**src/include/cisc_regs.svh**
```systemverilog
// register offsets, reset values and timing counts of the interrupt and stack control
// assumes data-space addressing; port addresses are mapped by adding the io window base
`ifndef CISC_REGS_SVH
`define CISC_REGS_SVH
`define CISC_IO_BASE 8'h20
`define CISC_IO_TOP 8'h3f
`define CISC_EXT_IO_BASE 8'h60
`define CISC_OFS_ZPAGE 8'h5b
`define CISC_OFS_TEMP 8'h5c
`define CISC_OFS_SPL 8'h5d
`define CISC_OFS_SPH 8'h5e
`define CISC_OFS_STATUS_REGISTER 8'h5f
`define CISC_RST_SP 16'h10ff
`define CISC_SP_RW_MASK 16'h1fff
`define CISC_RST_STATUS_REGISTER 8'h00
`define CISC_RST_ZPAGE 8'h00
`define CISC_GIE_BIT 7
`define CISC_ENTRY_CYC 3'd4
`define CISC_SLEEP_CYC 3'd4
`define CISC_RET_CYC 3'd4
`endif

```
**src/include/cisc_pkg.sv**
```systemverilog
// types shared by the interrupt and stack control
// assumes cisc_regs.svh supplies the numbers
package cisc_pkg;
  typedef struct packed {
    logic port;
    logic rd;
    logic wr;
    logic [7:0] addr;
    logic [7:0] wdata;
  } cisc_io_req_s;
  typedef enum logic [2:0] {
    ST_IDLE = 3'b001,
    ST_ENTER = 3'b010,
    ST_RET = 3'b100
  } cisc_state_e;
endpackage

```
**src/hw/cisc_core.sv**
```systemverilog
// interrupt entry/return, stack pointer, z page register and 16-bit access temp byte
// assumes the sequencer pulses ins_done at each instruction end and stalls on busy_q
// Function
// - stack pointer is two bytes, low at base offset, high at base plus one
// - stack pointer resets to 0x10ff; bits 15..13 read zero, rest writable
// - io regs decode at data addresses and at port addresses plus 0x20; 0x60 up not here
// - extended loads and stores use page:zh:zl; plain load ignores page
// - low byte write goes to temp, high byte write copies temp to low
// - low byte read latches high byte into temp; high read returns temp
// - temp byte is directly readable and writable
// - two-operand alu result and flags written back in one cycle
// - interrupt needs its own enable and global enable both set
// - lowest vector wins; reset first, then source zero
// - vector select moves vectors to boot start; fuse moves reset vector
// - lock bits may suppress interrupts depending on program counter
// - global enable cleared on entry, set on return, writable for nesting
// - flags clear on vectoring and on software writing one
// - flags stay remembered while disabled, then served by priority
// - level sources request only while condition is present
// - one main instruction runs after return before any interrupt
// - clear-enable blocks at once; one instruction runs after set-enable
// - entry takes four cycles pushing pc, after current instruction ends
// - wake from sleep adds four cycles to entry
// - return takes four cycles, pops pc, sp plus two, sets enable
// - pushing a return address decrements stack pointer by two
// - global enable is status bit 7; status resets to zero
`timescale 1ns/1ps
`include "cisc_regs.svh"
module cisc_core import cisc_pkg::*; #(
  parameter int NSRC = 8,
  parameter logic [NSRC-1:0] FLAG_TYPE = '1,
  parameter int ZPAGE_BITS = 8,
  parameter logic [15:0] BOOT_START = 16'h7000,
  parameter logic [15:0] VEC_STEP = 16'h0002
) (
  input wire logic mclk,
  input wire logic rst,
  input wire cisc_io_req_s io_req,
  output logic [7:0] rdata_q,
  output logic rvalid_q,
  input wire logic ins_done,
  input wire logic ins_sei,
  input wire logic ins_cli,
  input wire logic ins_return_from_handler,
  input wire logic ins_call,
  input wire logic ins_ret,
  input wire logic ins_push,
  input wire logic ins_pop,
  input wire logic cpu_asleep,
  input wire logic [15:0] pc_now,
  input wire logic [NSRC-1:0] src_event,
  input wire logic [NSRC-1:0] src_level,
  input wire logic [NSRC-1:0] src_enable,
  input wire logic [NSRC-1:0] flag_clr_w1,
  input wire logic vector_select_bit,
  input wire logic boot_reset_fuse,
  input wire logic app_lock_bit,
  input wire logic boot_lock_bit,
  input wire logic prog_ext,
  input wire logic [7:0] z_high_byte,
  input wire logic [7:0] z_low_byte,
  input wire logic alu_go,
  input wire logic [2:0] alu_op,
  input wire logic [7:0] alu_a,
  input wire logic [7:0] alu_b,
  output logic [7:0] alu_res_q,
  output logic [23:0] prog_addr_q,
  output logic [15:0] reset_vec_q,
  output logic [NSRC-1:0] flags_q,
  output logic [7:0] status_register_q,
  output logic [15:0] stack_pointer_value_q,
  output logic busy_q,
  output logic stk_we_q,
  output logic stk_re_q,
  output logic [15:0] stk_addr_q,
  output logic [7:0] stk_wdata_q,
  input wire logic [7:0] stk_rdata,
  output logic pc_load_q,
  output logic [15:0] pc_value_q
);
  localparam logic [7:0] PAGE_MASK = 8'(({ZPAGE_BITS{1'b1}}));

  cisc_state_e state_q;
  logic [2:0] cnt_q;
  logic [2:0] len_q;
  logic [7:0] temp_q;
  logic [7:0] z_page_byte_q;
  logic hold_q;
  logic [7:0] addr_n;
  logic rd_spl, rd_sph, wr_spl, wr_sph;
  logic [NSRC-1:0] pend;
  logic [NSRC-1:0] win;
  logic suppress;
  logic take;
  logic gie;
  logic [15:0] vec_base;

  // lowest set bit as one-hot
  function automatic logic [NSRC-1:0] lowest(input logic [NSRC-1:0] v);
    return v & (~v + NSRC'(1));
  endfunction

  // one-hot to vector index
  function automatic logic [15:0] onehot_idx(input logic [NSRC-1:0] v);
    logic [15:0] r;
    r = 16'h0000;
    for (int i = 0; i < NSRC; i++) begin
      if (v[i]) begin
        r = 16'(i);
      end
    end
    return r;
  endfunction

  // port or data address to data space
  always_comb begin
    addr_n = io_req.port ? {2'b00, io_req.addr[5:0]} + `CISC_IO_BASE : io_req.addr;
  end

  assign rd_spl = io_req.rd && (addr_n == `CISC_OFS_SPL);
  assign rd_sph = io_req.rd && (addr_n == `CISC_OFS_SPH);
  assign wr_spl = io_req.wr && (addr_n == `CISC_OFS_SPL);
  assign wr_sph = io_req.wr && (addr_n == `CISC_OFS_SPH);
  assign gie = status_register_q[`CISC_GIE_BIT];

  // level sources join only while present
  assign pend = flags_q | (src_level & ~FLAG_TYPE);
  assign win = lowest(pend & src_enable);
  // lock bits block interrupts by pc section
  assign suppress = (app_lock_bit && !vector_select_bit && (pc_now >= BOOT_START)) ||
                    (boot_lock_bit && vector_select_bit && (pc_now < BOOT_START));
  // cli in the same cycle blocks the take
  assign take = (state_q == ST_IDLE) && (ins_done || cpu_asleep) && gie && !hold_q &&
                !ins_cli && (|win) && !suppress;
  assign vec_base = vector_select_bit ? BOOT_START : 16'h0000;

  // read data path
  always_ff @(posedge mclk) begin
    if (rst) begin
      rdata_q <= 8'h00;
      rvalid_q <= 1'b0;
    end else begin
      rvalid_q <= 1'b0;
      rdata_q <= 8'h00;
      if (io_req.rd) begin
        if (addr_n == `CISC_OFS_SPL) begin
          rdata_q <= stack_pointer_value_q[7:0];
          rvalid_q <= 1'b1;
        end else if (addr_n == `CISC_OFS_SPH) begin
          rdata_q <= temp_q;
          rvalid_q <= 1'b1;
        end else if (addr_n == `CISC_OFS_TEMP) begin
          rdata_q <= temp_q;
          rvalid_q <= 1'b1;
        end else if (addr_n == `CISC_OFS_ZPAGE) begin
          rdata_q <= z_page_byte_q & PAGE_MASK;
          rvalid_q <= 1'b1;
        end else if (addr_n == `CISC_OFS_STATUS_REGISTER) begin
          rdata_q <= status_register_q;
          rvalid_q <= 1'b1;
        end
      end
    end
  end

  // temp byte for 16-bit access
  always_ff @(posedge mclk) begin
    if (rst) begin
      temp_q <= 8'h00;
    end else if (rd_spl) begin
      // latch high byte on low read
      temp_q <= stack_pointer_value_q[15:8];
    end else if (wr_spl) begin
      temp_q <= io_req.wdata;
    end else if (io_req.wr && addr_n == `CISC_OFS_TEMP) begin
      temp_q <= io_req.wdata;
    end
  end

  // z page register and program address
  always_ff @(posedge mclk) begin
    if (rst) begin
      z_page_byte_q <= `CISC_RST_ZPAGE;
      prog_addr_q <= 24'h000000;
    end else begin
      if (io_req.wr && addr_n == `CISC_OFS_ZPAGE) begin
        z_page_byte_q <= io_req.wdata & PAGE_MASK;
      end
      // page only for extended load and store
      prog_addr_q <= {prog_ext ? z_page_byte_q & PAGE_MASK : 8'h00, z_high_byte, z_low_byte};
    end
  end

  // stack pointer
  always_ff @(posedge mclk) begin
    if (rst) begin
      stack_pointer_value_q <= `CISC_RST_SP;
    end else if (take || (state_q == ST_ENTER && cnt_q == 3'd0)) begin
      // one byte per push cycle, two per entry
      stack_pointer_value_q <= (stack_pointer_value_q - 16'h0001) & `CISC_SP_RW_MASK;
    end else if (state_q == ST_RET && cnt_q == 3'd1) begin
      stack_pointer_value_q <= (stack_pointer_value_q + 16'h0002) & `CISC_SP_RW_MASK;
    end else if (ins_call) begin
      stack_pointer_value_q <= (stack_pointer_value_q - 16'h0002) & `CISC_SP_RW_MASK;
    end else if (ins_ret) begin
      stack_pointer_value_q <= (stack_pointer_value_q + 16'h0002) & `CISC_SP_RW_MASK;
    end else if (ins_push) begin
      stack_pointer_value_q <= (stack_pointer_value_q - 16'h0001) & `CISC_SP_RW_MASK;
    end else if (ins_pop) begin
      stack_pointer_value_q <= (stack_pointer_value_q + 16'h0001) & `CISC_SP_RW_MASK;
    end else if (wr_sph) begin
      // high write copies temp into low
      // high byte at base plus one
      stack_pointer_value_q <= {io_req.wdata, temp_q} & `CISC_SP_RW_MASK;
    end
  end

  // status register and enable hold
  always_ff @(posedge mclk) begin
    if (rst) begin
      status_register_q <= `CISC_RST_STATUS_REGISTER;
      hold_q <= 1'b0;
      alu_res_q <= 8'h00;
    end else begin
      if (io_req.wr && addr_n == `CISC_OFS_STATUS_REGISTER) begin
        status_register_q <= io_req.wdata;
      end else if (alu_go) begin
        // result and flags in one cycle
        logic [8:0] r;
        r = 9'h000;
        case (alu_op)
          3'd0: r = {1'b0, alu_a} + {1'b0, alu_b};
          3'd1: r = {1'b0, alu_a} - {1'b0, alu_b};
          3'd2: r = {1'b0, alu_a & alu_b};
          3'd3: r = {1'b0, alu_a | alu_b};
          default: r = {1'b0, alu_a ^ alu_b};
        endcase
        alu_res_q <= r[7:0];
        status_register_q[2:0] <= {r[7], r[7:0] == 8'h00, r[8]};
      end
      if (take) begin
        status_register_q[`CISC_GIE_BIT] <= 1'b0;
      end else if (ins_cli) begin
        status_register_q[`CISC_GIE_BIT] <= 1'b0;
      end else if (ins_sei || (state_q == ST_RET && cnt_q == 3'd3)) begin
        status_register_q[`CISC_GIE_BIT] <= 1'b1;
      end
      if (ins_sei || (state_q == ST_RET && cnt_q == 3'd3)) begin
        hold_q <= 1'b1;
      end else if (ins_done) begin
        hold_q <= 1'b0;
      end
    end
  end

  // pending flags
  always_ff @(posedge mclk) begin
    if (rst) begin
      flags_q <= '0;
    end else begin
      // vectoring and write-one clear, set wins
      flags_q <= ((flags_q & ~flag_clr_w1 & ~(take ? win : '0)) | src_event) & FLAG_TYPE;
    end
  end

  // entry and return sequencer
  always_ff @(posedge mclk) begin
    if (rst) begin
      state_q <= ST_IDLE;
      cnt_q <= 3'd0;
      len_q <= 3'd0;
      busy_q <= 1'b0;
      stk_we_q <= 1'b0;
      stk_re_q <= 1'b0;
      stk_addr_q <= 16'h0000;
      stk_wdata_q <= 8'h00;
      pc_load_q <= 1'b0;
      pc_value_q <= 16'h0000;
      reset_vec_q <= 16'h0000;
    end else begin
      pc_load_q <= 1'b0;
      stk_we_q <= 1'b0;
      stk_re_q <= 1'b0;
      reset_vec_q <= boot_reset_fuse ? BOOT_START : 16'h0000;
      case (state_q)
        ST_IDLE: begin
          if (take) begin
            state_q <= ST_ENTER;
            busy_q <= 1'b1;
            cnt_q <= 3'd0;
            // wake adds cycles
            // last count of the entry; the sum is worked out wide enough for eight
            len_q <= cpu_asleep ? 3'(`CISC_ENTRY_CYC + `CISC_SLEEP_CYC - 4'd2) :
                     3'(`CISC_ENTRY_CYC - 3'd2);
            stk_we_q <= 1'b1;
            stk_addr_q <= stack_pointer_value_q;
            stk_wdata_q <= pc_now[7:0];
            pc_value_q <= vec_base + VEC_STEP * (onehot_idx(win) + 16'h0001);
          end else if (ins_return_from_handler && ins_done) begin
            state_q <= ST_RET;
            busy_q <= 1'b1;
            cnt_q <= 3'd0;
            stk_re_q <= 1'b1;
            stk_addr_q <= stack_pointer_value_q + 16'h0001;
          end
        end
        ST_ENTER: begin
          cnt_q <= cnt_q + 3'd1;
          if (cnt_q == 3'd0) begin
            stk_we_q <= 1'b1;
            stk_addr_q <= stack_pointer_value_q;
            stk_wdata_q <= pc_now[15:8];
          end
          if (cnt_q == len_q) begin
            pc_load_q <= 1'b1;
          end
          if (cnt_q == len_q) begin
            state_q <= ST_IDLE;
            busy_q <= 1'b0;
          end
        end
        ST_RET: begin
          cnt_q <= cnt_q + 3'd1;
          if (cnt_q == 3'd0) begin
            stk_re_q <= 1'b1;
            stk_addr_q <= stack_pointer_value_q + 16'h0002;
          end else if (cnt_q == 3'd1) begin
            // read data stands the cycle after its strobe
            pc_value_q[15:8] <= stk_rdata;
          end else if (cnt_q == 3'd2) begin
            pc_value_q[7:0] <= stk_rdata;
            pc_load_q <= 1'b1;
          end else begin
            state_q <= ST_IDLE;
            busy_q <= 1'b0;
          end
        end
        default: begin
          state_q <= ST_IDLE;
        end
      endcase
    end
  end
endmodule

```
**config.mk**
```make
export PLATFORM = sky130hd
export DESIGN_NAME = cisc_core
export DESIGN_NICKNAME = d
export VERILOG_FILES = /design/src/include/cisc_pkg.sv /design/src/hw/cisc_core.sv
export VERILOG_INCLUDE_DIRS = /design/src /design/src/include
export SDC_FILE = /design/constraint.sdc
export NUM_CORES = 1
export LEC_CHECK = 0
export ABC_CLOCK_PERIOD_IN_PS = 4470
export BUFFER_PORTS_ARGS = -buffer_cell sky130_fd_sc_hd__buf_2
export CORE_MARGIN = 1.5
export CORE_UTILIZATION = 53
export CTS_CLUSTER_DIAMETER = 150
export DETAILED_ROUTE_END_ITERATION = 16
export HOLD_SLACK_MARGIN = 0.12
export PLACE_DENSITY = 0.9
export SKIP_CTS_REPAIR_TIMING = 1
export SYNTH_ARGS = -nofsm -noshare
export SYNTH_HDL_FRONTEND = slang
export SYNTH_SLANG_ARGS = --single-unit
```
**constraint.sdc**
```tcl
create_clock -name mclk -period 4.47 [get_ports mclk]
set_clock_uncertainty 0.05 [all_clocks]
set_input_delay 0.6705 -clock mclk [delete_from_list [all_inputs] [get_ports mclk]]
set_output_delay 0.6705 -clock mclk [all_outputs]
set_load 0.01 [all_outputs]
```
# Word-level counts from Yosys, hierarchy flattened
# Index checks and enable logic that the tools add are counted.
op_classes:
  addsub: 11
  n_mul: 0
  div_mod_pow: 0
  magnitude_cmp: 2
  eq_ne: 25
  n_shift: 0
  n_mux: 87
  bitwise_logic: 14
  reduce_logical: 54
op_table:
  columns: ["operator", "count"]
  rows:
  - ["2-to-1 mux 15 bit", 10]
  - ["2-to-1 mux 8 bit", 15]
  - ["2-to-1 mux 16 bit", 6]
  - ["2-to-1 mux 13 bit", 7]
  - ["case mux 16 bit (3 select lines)", 1]
  - ["bitwise AND 8 bit", 5]
  - ["== test 8 x 7 -> 1 bit (second input constant)", 5]
  - ["case mux 9 bit (4 select lines)", 1]
  - ["2-to-1 mux 3 bit", 11]
  - ["case mux 16 bit (2 select lines)", 1]
  - ["2-to-1 mux 9 bit", 3]
  - ["inverter 8 bit", 3]
  - ["2-to-1 mux 1 bit", 23]
  - ["logical AND 1 bit", 20]
  - ["adder 15 x 16 -> 16 bit", 1]
  - [">= comparator 16 x 15 -> 1 bit (second input constant)", 1]
  - ["less-than comparator 16 x 15 -> 1 bit (second input constant)", 1]
  - ["OR 8 bit", 2]
  - ["case mux 8 bit (2 select lines)", 1]
  - ["adder 15 x 1 -> 15 bit (second input constant)", 1]
  - ["== test 3 x 2 -> 1 bit (second input constant)", 5]
  - ["adder 13 x 1 -> 14 bit (second input constant)", 1]
  - ["adder 13 x 2 -> 14 bit (second input constant)", 1]
  - ["subtractor 13 x 1 -> 13 bit (second input constant)", 1]
  - ["other kinds (35)", 67]
totals:
  register_bits: 156
  latchBits: 0
  mem_bits_rw: 0
  rom_bits: 0
  input_bits: 127
  output_inout_bits: 133
  elab_cells: 218
  memories: 0

# Depth between registers and ports, before layout
# Gate-level depths: netlist of the first run.
depth:
  depth_word: 18
  depth_mapped: 14
  depth_no_buf: 13

# Worst setup path after synthesis of the first run
# OpenSTA, ideal clock, no wires.
synth_timing:
  path_type: "in2reg"
  start: "input alu_op[0]"
  end: "register status_register_q[1]"
  setup_ns: 0.070
  t_arrival_ns: 3.515
  required_time_ns: 4.350
  slack_ns: 0.834
  path_stages: 13
  n_path_buf: 2
  path_cell_list: "clkbuf_1 clkbuf_1 nand2_1 o21ai_0 inv_1 ha_1 nor2b_1 o31a_1 a221oi_1 mux2i_1 nor2_1 or4b_1 a21oi_1"
synth_between:
  elab_chain_len: 8
  word_cells_on_any_way: 11
  cone_classes: "eq/ne: 3; mux: 6; reduce/logical: 2"
synth_lines:
  columns: ["item", "line_no", "rtl"]
  rows:
  - ["from (decl)", "cisc_core.sv:63", "input wire logic [2:0] alu_op,"]
  - ["== test 3 x 2 -> 1 bit (tied with other cells)", "cisc_core.sv:231", "case (alu_op)"]
  - ["case mux 9 bit (4 select lines) *", "cisc_core.sv:231", null]
  - ["2-to-1 mux 9 bit *", "cisc_core.sv:227", "end else if (alu_go) begin"]
  - ["2-to-1 mux 9 bit *", "cisc_core.sv:225", "if (io_req.wr && addr_n == `CISC_OFS_STATUS_REGISTER) begin"]
  - ["2-to-1 mux 9 bit *", "cisc_core.sv:220", "if (rst) begin"]
  - ["logical NOT 8 bit *", "cisc_core.sv:239", "status_register_q[2:0] <= {r[7], r[7:0] == 8'h00, r[8]};"]
  - ["2-to-1 mux 3 bit *", "cisc_core.sv:227", null]
  - ["2-to-1 mux 3 bit *", "cisc_core.sv:225", null]
  - ["to (signal assigned)", "cisc_core.sv:221", "status_register_q <= `CISC_RST_STATUS_REGISTER;"]
  - ["to (signal assigned)", "cisc_core.sv:226", "status_register_q <= io_req.wdata;"]
  - ["to (signal assigned)", "cisc_core.sv:239", null]
  - ["to (decl)", "cisc_core.sv:70", "output logic [7:0] status_register_q,"]
# Mark *: on every way between the ends. The rest lies on a longest branch, timed or not. The select of a mux whose other input is x is not followed.
# A chain may end at the register's enable or synchronous reset.

# Worst setup path in the final report of the first run
layout_timing:
  start: "input alu_op[1]"
  end: "register status_register_q[1]"
# The elaborated chain is that of the path after synthesis.

==> results of run 1 <==
[flip-flops by register name, indices dropped and copies added, names as in the netlist, 2 cells and up]
name	cells
prog_addr_q	24
pc_value_q	16
stk_addr_q	14
stack_pointer_value_q	13
alu_res_q	8
flags_q	8
rdata_q	8
status_register_q	8
stk_wdata_q	8
temp_q	8
z_page_byte_q	8
cnt_q	3
state_q	3
len_q	2
[per-layer routing]
| layer | vias to the layer above | track usage (%) |
|---|---|---|
| met3 | 106 | 9.324 |
| met1 | 4313 | 37.78 |
| met2 | 589 | 51.21 |
| met5 | - | 0.2941 |
| li1 | 4355 | - |
| met4 | 0 | 15.00 |
[power by group]
part,internal [mW],total (mW),switching (mW)
Combinational,0.326,0.829,0.504
Sequential,1.29,1.36,0.0757
Clock,0.897,1.46,0.563
Total,2.51,3.65,1.14
[worst max-delay path, delay by kind of cell]
kind | cells | cell delay [ns]
adders and majority gates | 1 | 0.27
and+or+nand+nor | 5 | 1.43
AOI/OAI and AO/OA | 4 | 1.10
buffers and inverters | 2 | 0.25
muxes | 1 | 0.26
[cell families after synthesis]
kind of cell / Yosys count / synth area share (%)
AO/OA/AOI/OAI: 284 / 22.63
XOR/XNOR: 41 / 4.174
adder cells (fa/ha/maj): 37 / 5.468
buffers and inverters: 133 / 7.184
flip-flops: 138 / 32.11
multiplexers: 24 / 2.807
other: 1 / 0.04359
AND/OR/NAND/NOR: 455 / 25.58
[cell usage in the layout (no fill, tap or decap), types with 5 or more instances in the layout]
cell type	netlist	final
sky130_fd_sc_hd__ha_1	36	36
sky130_fd_sc_hd__nand2b_1	12	12
sky130_fd_sc_hd__nor3_1	43	42
sky130_fd_sc_hd__nor3b_1	8	7
sky130_fd_sc_hd__o211ai_1	9	9
sky130_fd_sc_hd__clkbuf_16	0	17
sky130_fd_sc_hd__and3_1	8	8
sky130_fd_sc_hd__nand3_1	36	36
sky130_fd_sc_hd__o21a_1	5	5
sky130_fd_sc_hd__o21ai_0	41	41
sky130_fd_sc_hd__xor2_1	15	15
sky130_fd_sc_hd__nor2_1	140	140
sky130_fd_sc_hd__a21oi_1	85	85
sky130_fd_sc_hd__a311oi_1	16	16
sky130_fd_sc_hd__a222oi_1	12	12
sky130_fd_sc_hd__o31ai_1	6	6
sky130_fd_sc_hd__conb_1	1	18
sky130_fd_sc_hd__xnor2_1	26	26
sky130_fd_sc_hd__and2_1	17	17
sky130_fd_sc_hd__nand2_1	114	114
sky130_fd_sc_hd__or3_1	9	9
sky130_fd_sc_hd__nand4_1	13	13
sky130_fd_sc_hd__buf_4	24	21
sky130_fd_sc_hd__a211oi_1	29	29
sky130_fd_sc_hd__dfxtp_1	138	138
sky130_fd_sc_hd__nor2b_1	25	25
sky130_fd_sc_hd__mux2i_1	23	23
sky130_fd_sc_hd__buf_2	8	232
sky130_fd_sc_hd__a22oi_1	6	6
sky130_fd_sc_hd__a31oi_1	15	15
sky130_fd_sc_hd__a221oi_1	6	6
sky130_fd_sc_hd__o22ai_1	5	5
sky130_fd_sc_hd__inv_1	42	42
[worst max path at each step]
stage                   start              endpoint
detailed placement  alu_op[1]  status_register_q[1]
finish              alu_op[1]  status_register_q[1]
global placement    alu_op[1]  status_register_q[1]
floorplan           alu_op[0]  status_register_q[1]
CTS                 alu_op[1]  status_register_q[1]
global route        alu_op[1]  status_register_q[1]
[stage by stage]
| stage | area, um^2 | setup slack [ns] | utilization (%) | total power, mW | hold WS (ns) |
|---|---|---|---|---|---|
| after global routing | 10420 | 0.5371 | 65.58 | 3.811 | 0.3926 |
| after global placement | 9809 | 0.4993 | 61.75 | 2.171 | 0.3891 |
| final | 10420 | 0.7890 | 65.58 | 3.652 | 0.3979 |
| after CTS | 10420 | 0.8890 | 65.58 | 3.646 | 0.3907 |
| after detailed placement | 9809 | 0.4472 | 61.75 | 2.188 | 0.3940 |
| after floorplan | 8667 | 0.8343 | - | 1.920 | 0.3944 |
[cell type report]
type	instances	area share [%]
Inverter	42	1.513
Multi-Input combinational cell	859	50.88
Clock inverter	13	1.585
Timing Repair Buffer	253	12.66
Sequential cell	138	26.52
Clock buffer	19	4.252
Tap cell	216	2.594
==> flow_summary.yaml, run 1 <==
run_status:
  outcome: "completed"
worst_setup_path:
  kind_of_critical_path: "in -> reg"
  setup_slack_of_the_worst_register_to_register_path_ns: 1.28
  timing.critical_path.fanout_max: 12
  worst_setup_path_end_kind: "register"
  crit-reg2reg-capture: "stk_wdata_q[3]"
  critical_path.reg2reg.startpoint: "state_q[0]"
  critPathMostFrequentCell: "sky130_fd_sc_hd__nor2_1"
  critical_path.cell_chain: "buf_2 > nor2_1 > nand2_1 > o21ai_0 > inv_1 > ha_1 > nor2b_1 > o31a_1 > a221oi_1 > mux2i_1 > nor2_1 > or4b_1 > a21oi_1"
  worstPathRequired_ns: 4.77
  critical_path.startpoint_type: "primary input"
  cpPeakStageDelay_ns: 0.47
  slowest_stage: "sky130_fd_sc_hd__or4b_1"
  worstPathArrival_ns: 3.98
  reg2reg_depth: 7
sta:
  unrepaired_setup_endpoints_after_global_routing: "no"
  setup_viol_count_final: 0
  min_period_over_period_pct: 82.35
  hold_violations_final: 0
  final-max-slew-violation-count: 0
  worst_slew_margin_rel_pct: 44.44
  period_minus_slack_ns: 3.681
  setup-tns-final_ns: 0
  max_freq_ghz: 0.2717
  worst-slew-pin-transition_ns: 0.8124
logic_synthesis:
  syn_inst: 1113
  netlist-cell-type-count: 83
  synth_flop_cell: "sky130_fd_sc_hd__dfxtp_1"
  async_flop_share_pct: 0
  synth.cell_area_mm2: 0.008603
  count_of_state_elements_after_synthesis: 138
  synthDominantAreaCellType: "sky130_fd_sc_hd__dfxtp_1"
  syn-mean-instance-area_um2: 7.730
  area_share_of_the_largest_cell_type_after_synthesis_pct: 32.11
  yosys_warning_count: 0
  synth_top_cells_by_count: "140 x sky130_fd_sc_hd__nor2_1, 138 x sky130_fd_sc_hd__dfxtp_1, 114 x sky130_fd_sc_hd__nand2_1, 85 x sky130_fd_sc_hd__a21oi_1, 56 x sky130_fd_sc_hd__clkbuf_1"
  yosys.cell_count.top_type: "sky130_fd_sc_hd__nor2_1"
  synth_seq_area_share_pct: 32.11
  netlist_top_cells_area: "sky130_fd_sc_hd__dfxtp_1 32%, sky130_fd_sc_hd__nor2_1 6.1%, sky130_fd_sc_hd__ha_1 5.2%"
  number_of_enable_flip_flop_cells_after_synthesis: 0
grt:
  grt_max_degree: 69
  globalRouteOverflowTotal: 0
  global_route.usage.total_pct: 31.31
  grt_first_pass_wirelength_mm: 41.82
  first_global_vias: 8512
  grt_antenna_before_repair: 0
layout:
  filler_cell_count: 1389
  area_growth_syn_to_layout_pct: 21.09
  regArea_mm2: 0.002763
  multi_input_comb_area_mm2: 0.005300
  antenna_cells: 0
  share_of_cells_above_drive_strength_1_pct: 23.56
  layout.cells.non_filler: 1540
  layout.nets: 1475
floorplan:
  start_util_pct: 54.16
  rows: 46
  ioPinCount: 260
  floorplan.core_area_mm2: 0.01589
  fp.dieArea_mm2: 0.01701
  die_wd_um: 130.4
  die_height_um: 130.4
place:
  finalWeightedCongestion: 1.032
  portBuffers: 233
  hpwlAfterDp_mm: 19.69
  place_inst: 1508
worst_hold_path:
  hold_path_depth: 2
  min_from: "z_high_byte[1]"
  worst_hold_path_type: "in -> reg"
  whs_endpoint: "prog_addr_q[9]"
routing:
  maxUsedRoutingLayer: "met4"
  detailroute.wirelength.met3_mm: 2.919
  routed-wl-met2_mm: 12.50
  drc: 0
  detail_route.wirelength.met1_mm: 10.60
  routed_wirelength_normalized_by_instance_count_um: 17.60
  route.vias.total: 9363
  detail-route-antenna-nets: 0
  total_wire_length_after_detailed_routing_mm: 27.10
  iteration_0_drc_markers: 966
  vias_per_cell: 6.080
  detail_route.first_pass.iterations: 6
clocking:
  cts_max_path_buffers: 2
  clk-insertion-delay-late_ns: 0.42
  cts_made_buffers: 17
  h_tree_levels: 4
  cts_tree: "done"
  clock_sink_count: 138
  path_clk_slew_ns: 0.06
  cts-root-buf: "sky130_fd_sc_hd__clkbuf_16"
power:
  static-leakage-power_nw: 4.571
  p_per_area_mw_per_mm2: 350.6
  vdd.ir_drop.worst_v: 0.0002900
job:
  max_cap_violations: 0
Note: power is estimated with default switching activity, not from simulation.
==> run 2, diff against run 1 <==
- ABC_CLOCK_PERIOD_IN_PS: 4470 -> 3200
- CORE_UTILIZATION: 53 -> 48
- PLACE_DENSITY: 0.9 -> 0.86
- clock period: 4.47 -> 3.2 ns (I/O delays scaled with it)
==> run 2 against run 1 <==
Against the previous run:
- die area up 10%
- sequential share of layout area shrank 0.87 points
- sequential power is 39% higher
- utilization is 3.7 points lower
- total power is 42% higher
- critical path type unchanged
- first-iteration DRC count is 2.3% lower
- largest power group unchanged
- register-to-register slack worse by 1.0 ns
- combinational power increased by 51%
==> flow_summary.yaml, run 2 (synthesized netlist as in run 1, its figures left out) <==
run_status:
  outcome: "completed"
place:
  hpwlAfterDp_mm: 21.45
  finalWeightedCongestion: 1.002
  portBuffers: 233
  detailed_place.area_mm2: 0.01017
  place_inst: 1563
clocking:
  path_clk_slew_ns: 0.06
  cts_tree: "done"
  cts_max_path_buffers: 2
  clock_sink_count: 138
  h_tree_levels: 4
  cts_made_buffers: 17
  cts-root-buf: "sky130_fd_sc_hd__clkbuf_16"
  clk-insertion-delay-late_ns: 0.42
routing:
  vias_per_cell: 5.964
  routed-wl-met2_mm: 13.35
  detailroute.wirelength.met3_mm: 3.018
  detail-route-antenna-nets: 0
  detail_route.first_pass.iterations: 9
  maxUsedRoutingLayer: "met5"
  drc: 0
  total_wire_length_after_detailed_routing_mm: 28.71
  iteration_0_drc_markers: 944
  route.vias.total: 9506
  routed_wirelength_normalized_by_instance_count_um: 18.01
  detail_route.wirelength.met1_mm: 11.03
grt:
  grt_max_degree: 50
  globalRouteOverflowTotal: 0
  first_global_vias: 8773
  grt_first_pass_wirelength_mm: 44.08
  grt_antenna_before_repair: 1
  global_route.usage.total_pct: 29.90
sta:
  final-max-slew-violation-count: 0
  worst_slew_margin_rel_pct: 20.21
  worst-slew-pin-transition_ns: 1.190
  unrepaired_setup_endpoints_after_global_routing: "no"
  hold_ws_ns: 0.2118
  min_period_over_period_pct: 91.83
  setup_viol_count_final: 0
  max_freq_ghz: 0.3403
  setup-tns-final_ns: 0
  period_minus_slack_ns: 2.939
  hold_violations_final: 0
worst_setup_path:
  timing.critical_path.fanout_max: 4
  kind_of_critical_path: "in -> reg"
  worst_setup_path_end_kind: "register"
  worstPathArrival_ns: 3.24
  critical_path.startpoint_type: "primary input"
  worstPathRequired_ns: 3.50
floorplan:
  floorplan.core_area_mm2: 0.01742
  ioPinCount: 260
  fp.dieArea_mm2: 0.01874
  start_util_pct: 49.40
  die_wd_um: 136.9
  rows: 48
  die_height_um: 136.9
power:
  static-leakage-power_nw: 4.782
  p_per_area_mw_per_mm2: 481.6
  vdd.ir_drop.worst_v: 0.0003800
layout:
  postLayoutCellArea_mm2: 0.01077
  largest-register: "prog_addr_q"
  largest_reg_flops: 24
  final_common_cell: "sky130_fd_sc_hd__buf_2"
  most-common-layout-cells: "232 x sky130_fd_sc_hd__buf_2, 139 x sky130_fd_sc_hd__nor2_1, 138 x sky130_fd_sc_hd__dfxtp_1"
  share_of_cells_above_drive_strength_1_pct: 26.08
  final_core_utilization_pct: 61.84
  antenna_cells: 0
  layout.cells.non_filler: 1594
  layout.nets: 1521
  area_growth_syn_to_layout_pct: 25.19
  biggestRegsByFlops: "prog_addr_q: 24 flops, pc_value_q: 16 flops, stk_addr_q: 14 flops"
job:
  max_cap_violations: 0
worst_hold_path:
  worst_hold_path_type: "in -> reg"
-- run 2: worst max-delay path, stage by stage --
cell and delay, ns:
sky130_fd_sc_hd__buf_2 0.09, sky130_fd_sc_hd__inv_1 0.05, sky130_fd_sc_hd__ha_1 0.23, sky130_fd_sc_hd__a21oi_1 0.16
sky130_fd_sc_hd__xnor2_1 0.14, sky130_fd_sc_hd__ha_1 0.28, sky130_fd_sc_hd__nand2b_1 0.13, sky130_fd_sc_hd__a21oi_1 0.09
sky130_fd_sc_hd__a2111oi_2 0.43, sky130_fd_sc_hd__xnor2_1 0.12, sky130_fd_sc_hd__a221o_1 0.35, sky130_fd_sc_hd__or4b_1 0.53
sky130_fd_sc_hd__a21oi_1 0.15
-- run 2: worst paths after layout --
path,start,cells past startpoint,to,slack (ns)
max,alu_b[0],13,status_register_q[1],0.26
min,z_high_byte[3],2,prog_addr_q[11],0.21
max reg2reg,cnt_q[1],9,stack_pointer_value_q[2],0.28
min reg2reg,pc_value_q[11],2,pc_value_q[11],0.40
-- run 2: metal layers --
layer / track usage, % / vias to the layer above
met5: 0 / -
met4: 15.09 / 2
met3: 7.704 / 119
met2: 49.66 / 574
met1: 35.66 / 4362
li1: - / 4449
-- run 2: layout make-up --
type | count | area, um^2
Fill cell | 1547 | 6646
Timing Repair Buffer | 299 | 1664
Inverter | 42 | 157.7
Clock buffer | 21 | 460.4
Tap cell | 225 | 281.5
Multi-Input combinational cell | 859 | 5303
Clock inverter | 10 | 141.4
Sequential cell | 138 | 2763
-- run 2: metrics by stage --
step	setup slack [ns]	total power, mW
after CTS	0.2698	5.180
final	0.2615	5.187
after global placement	-0.01714	3.130
after global routing	0.08370	5.401
after floorplan	0.01194	2.684
after detailed placement	-0.1676	3.151
-- run 2: where the power goes --
group,switching [mW],total [mW],internal (mW)
clock network,0.775,2.04,1.27
logic,0.730,1.25,0.523
registers,0.0952,1.89,1.80
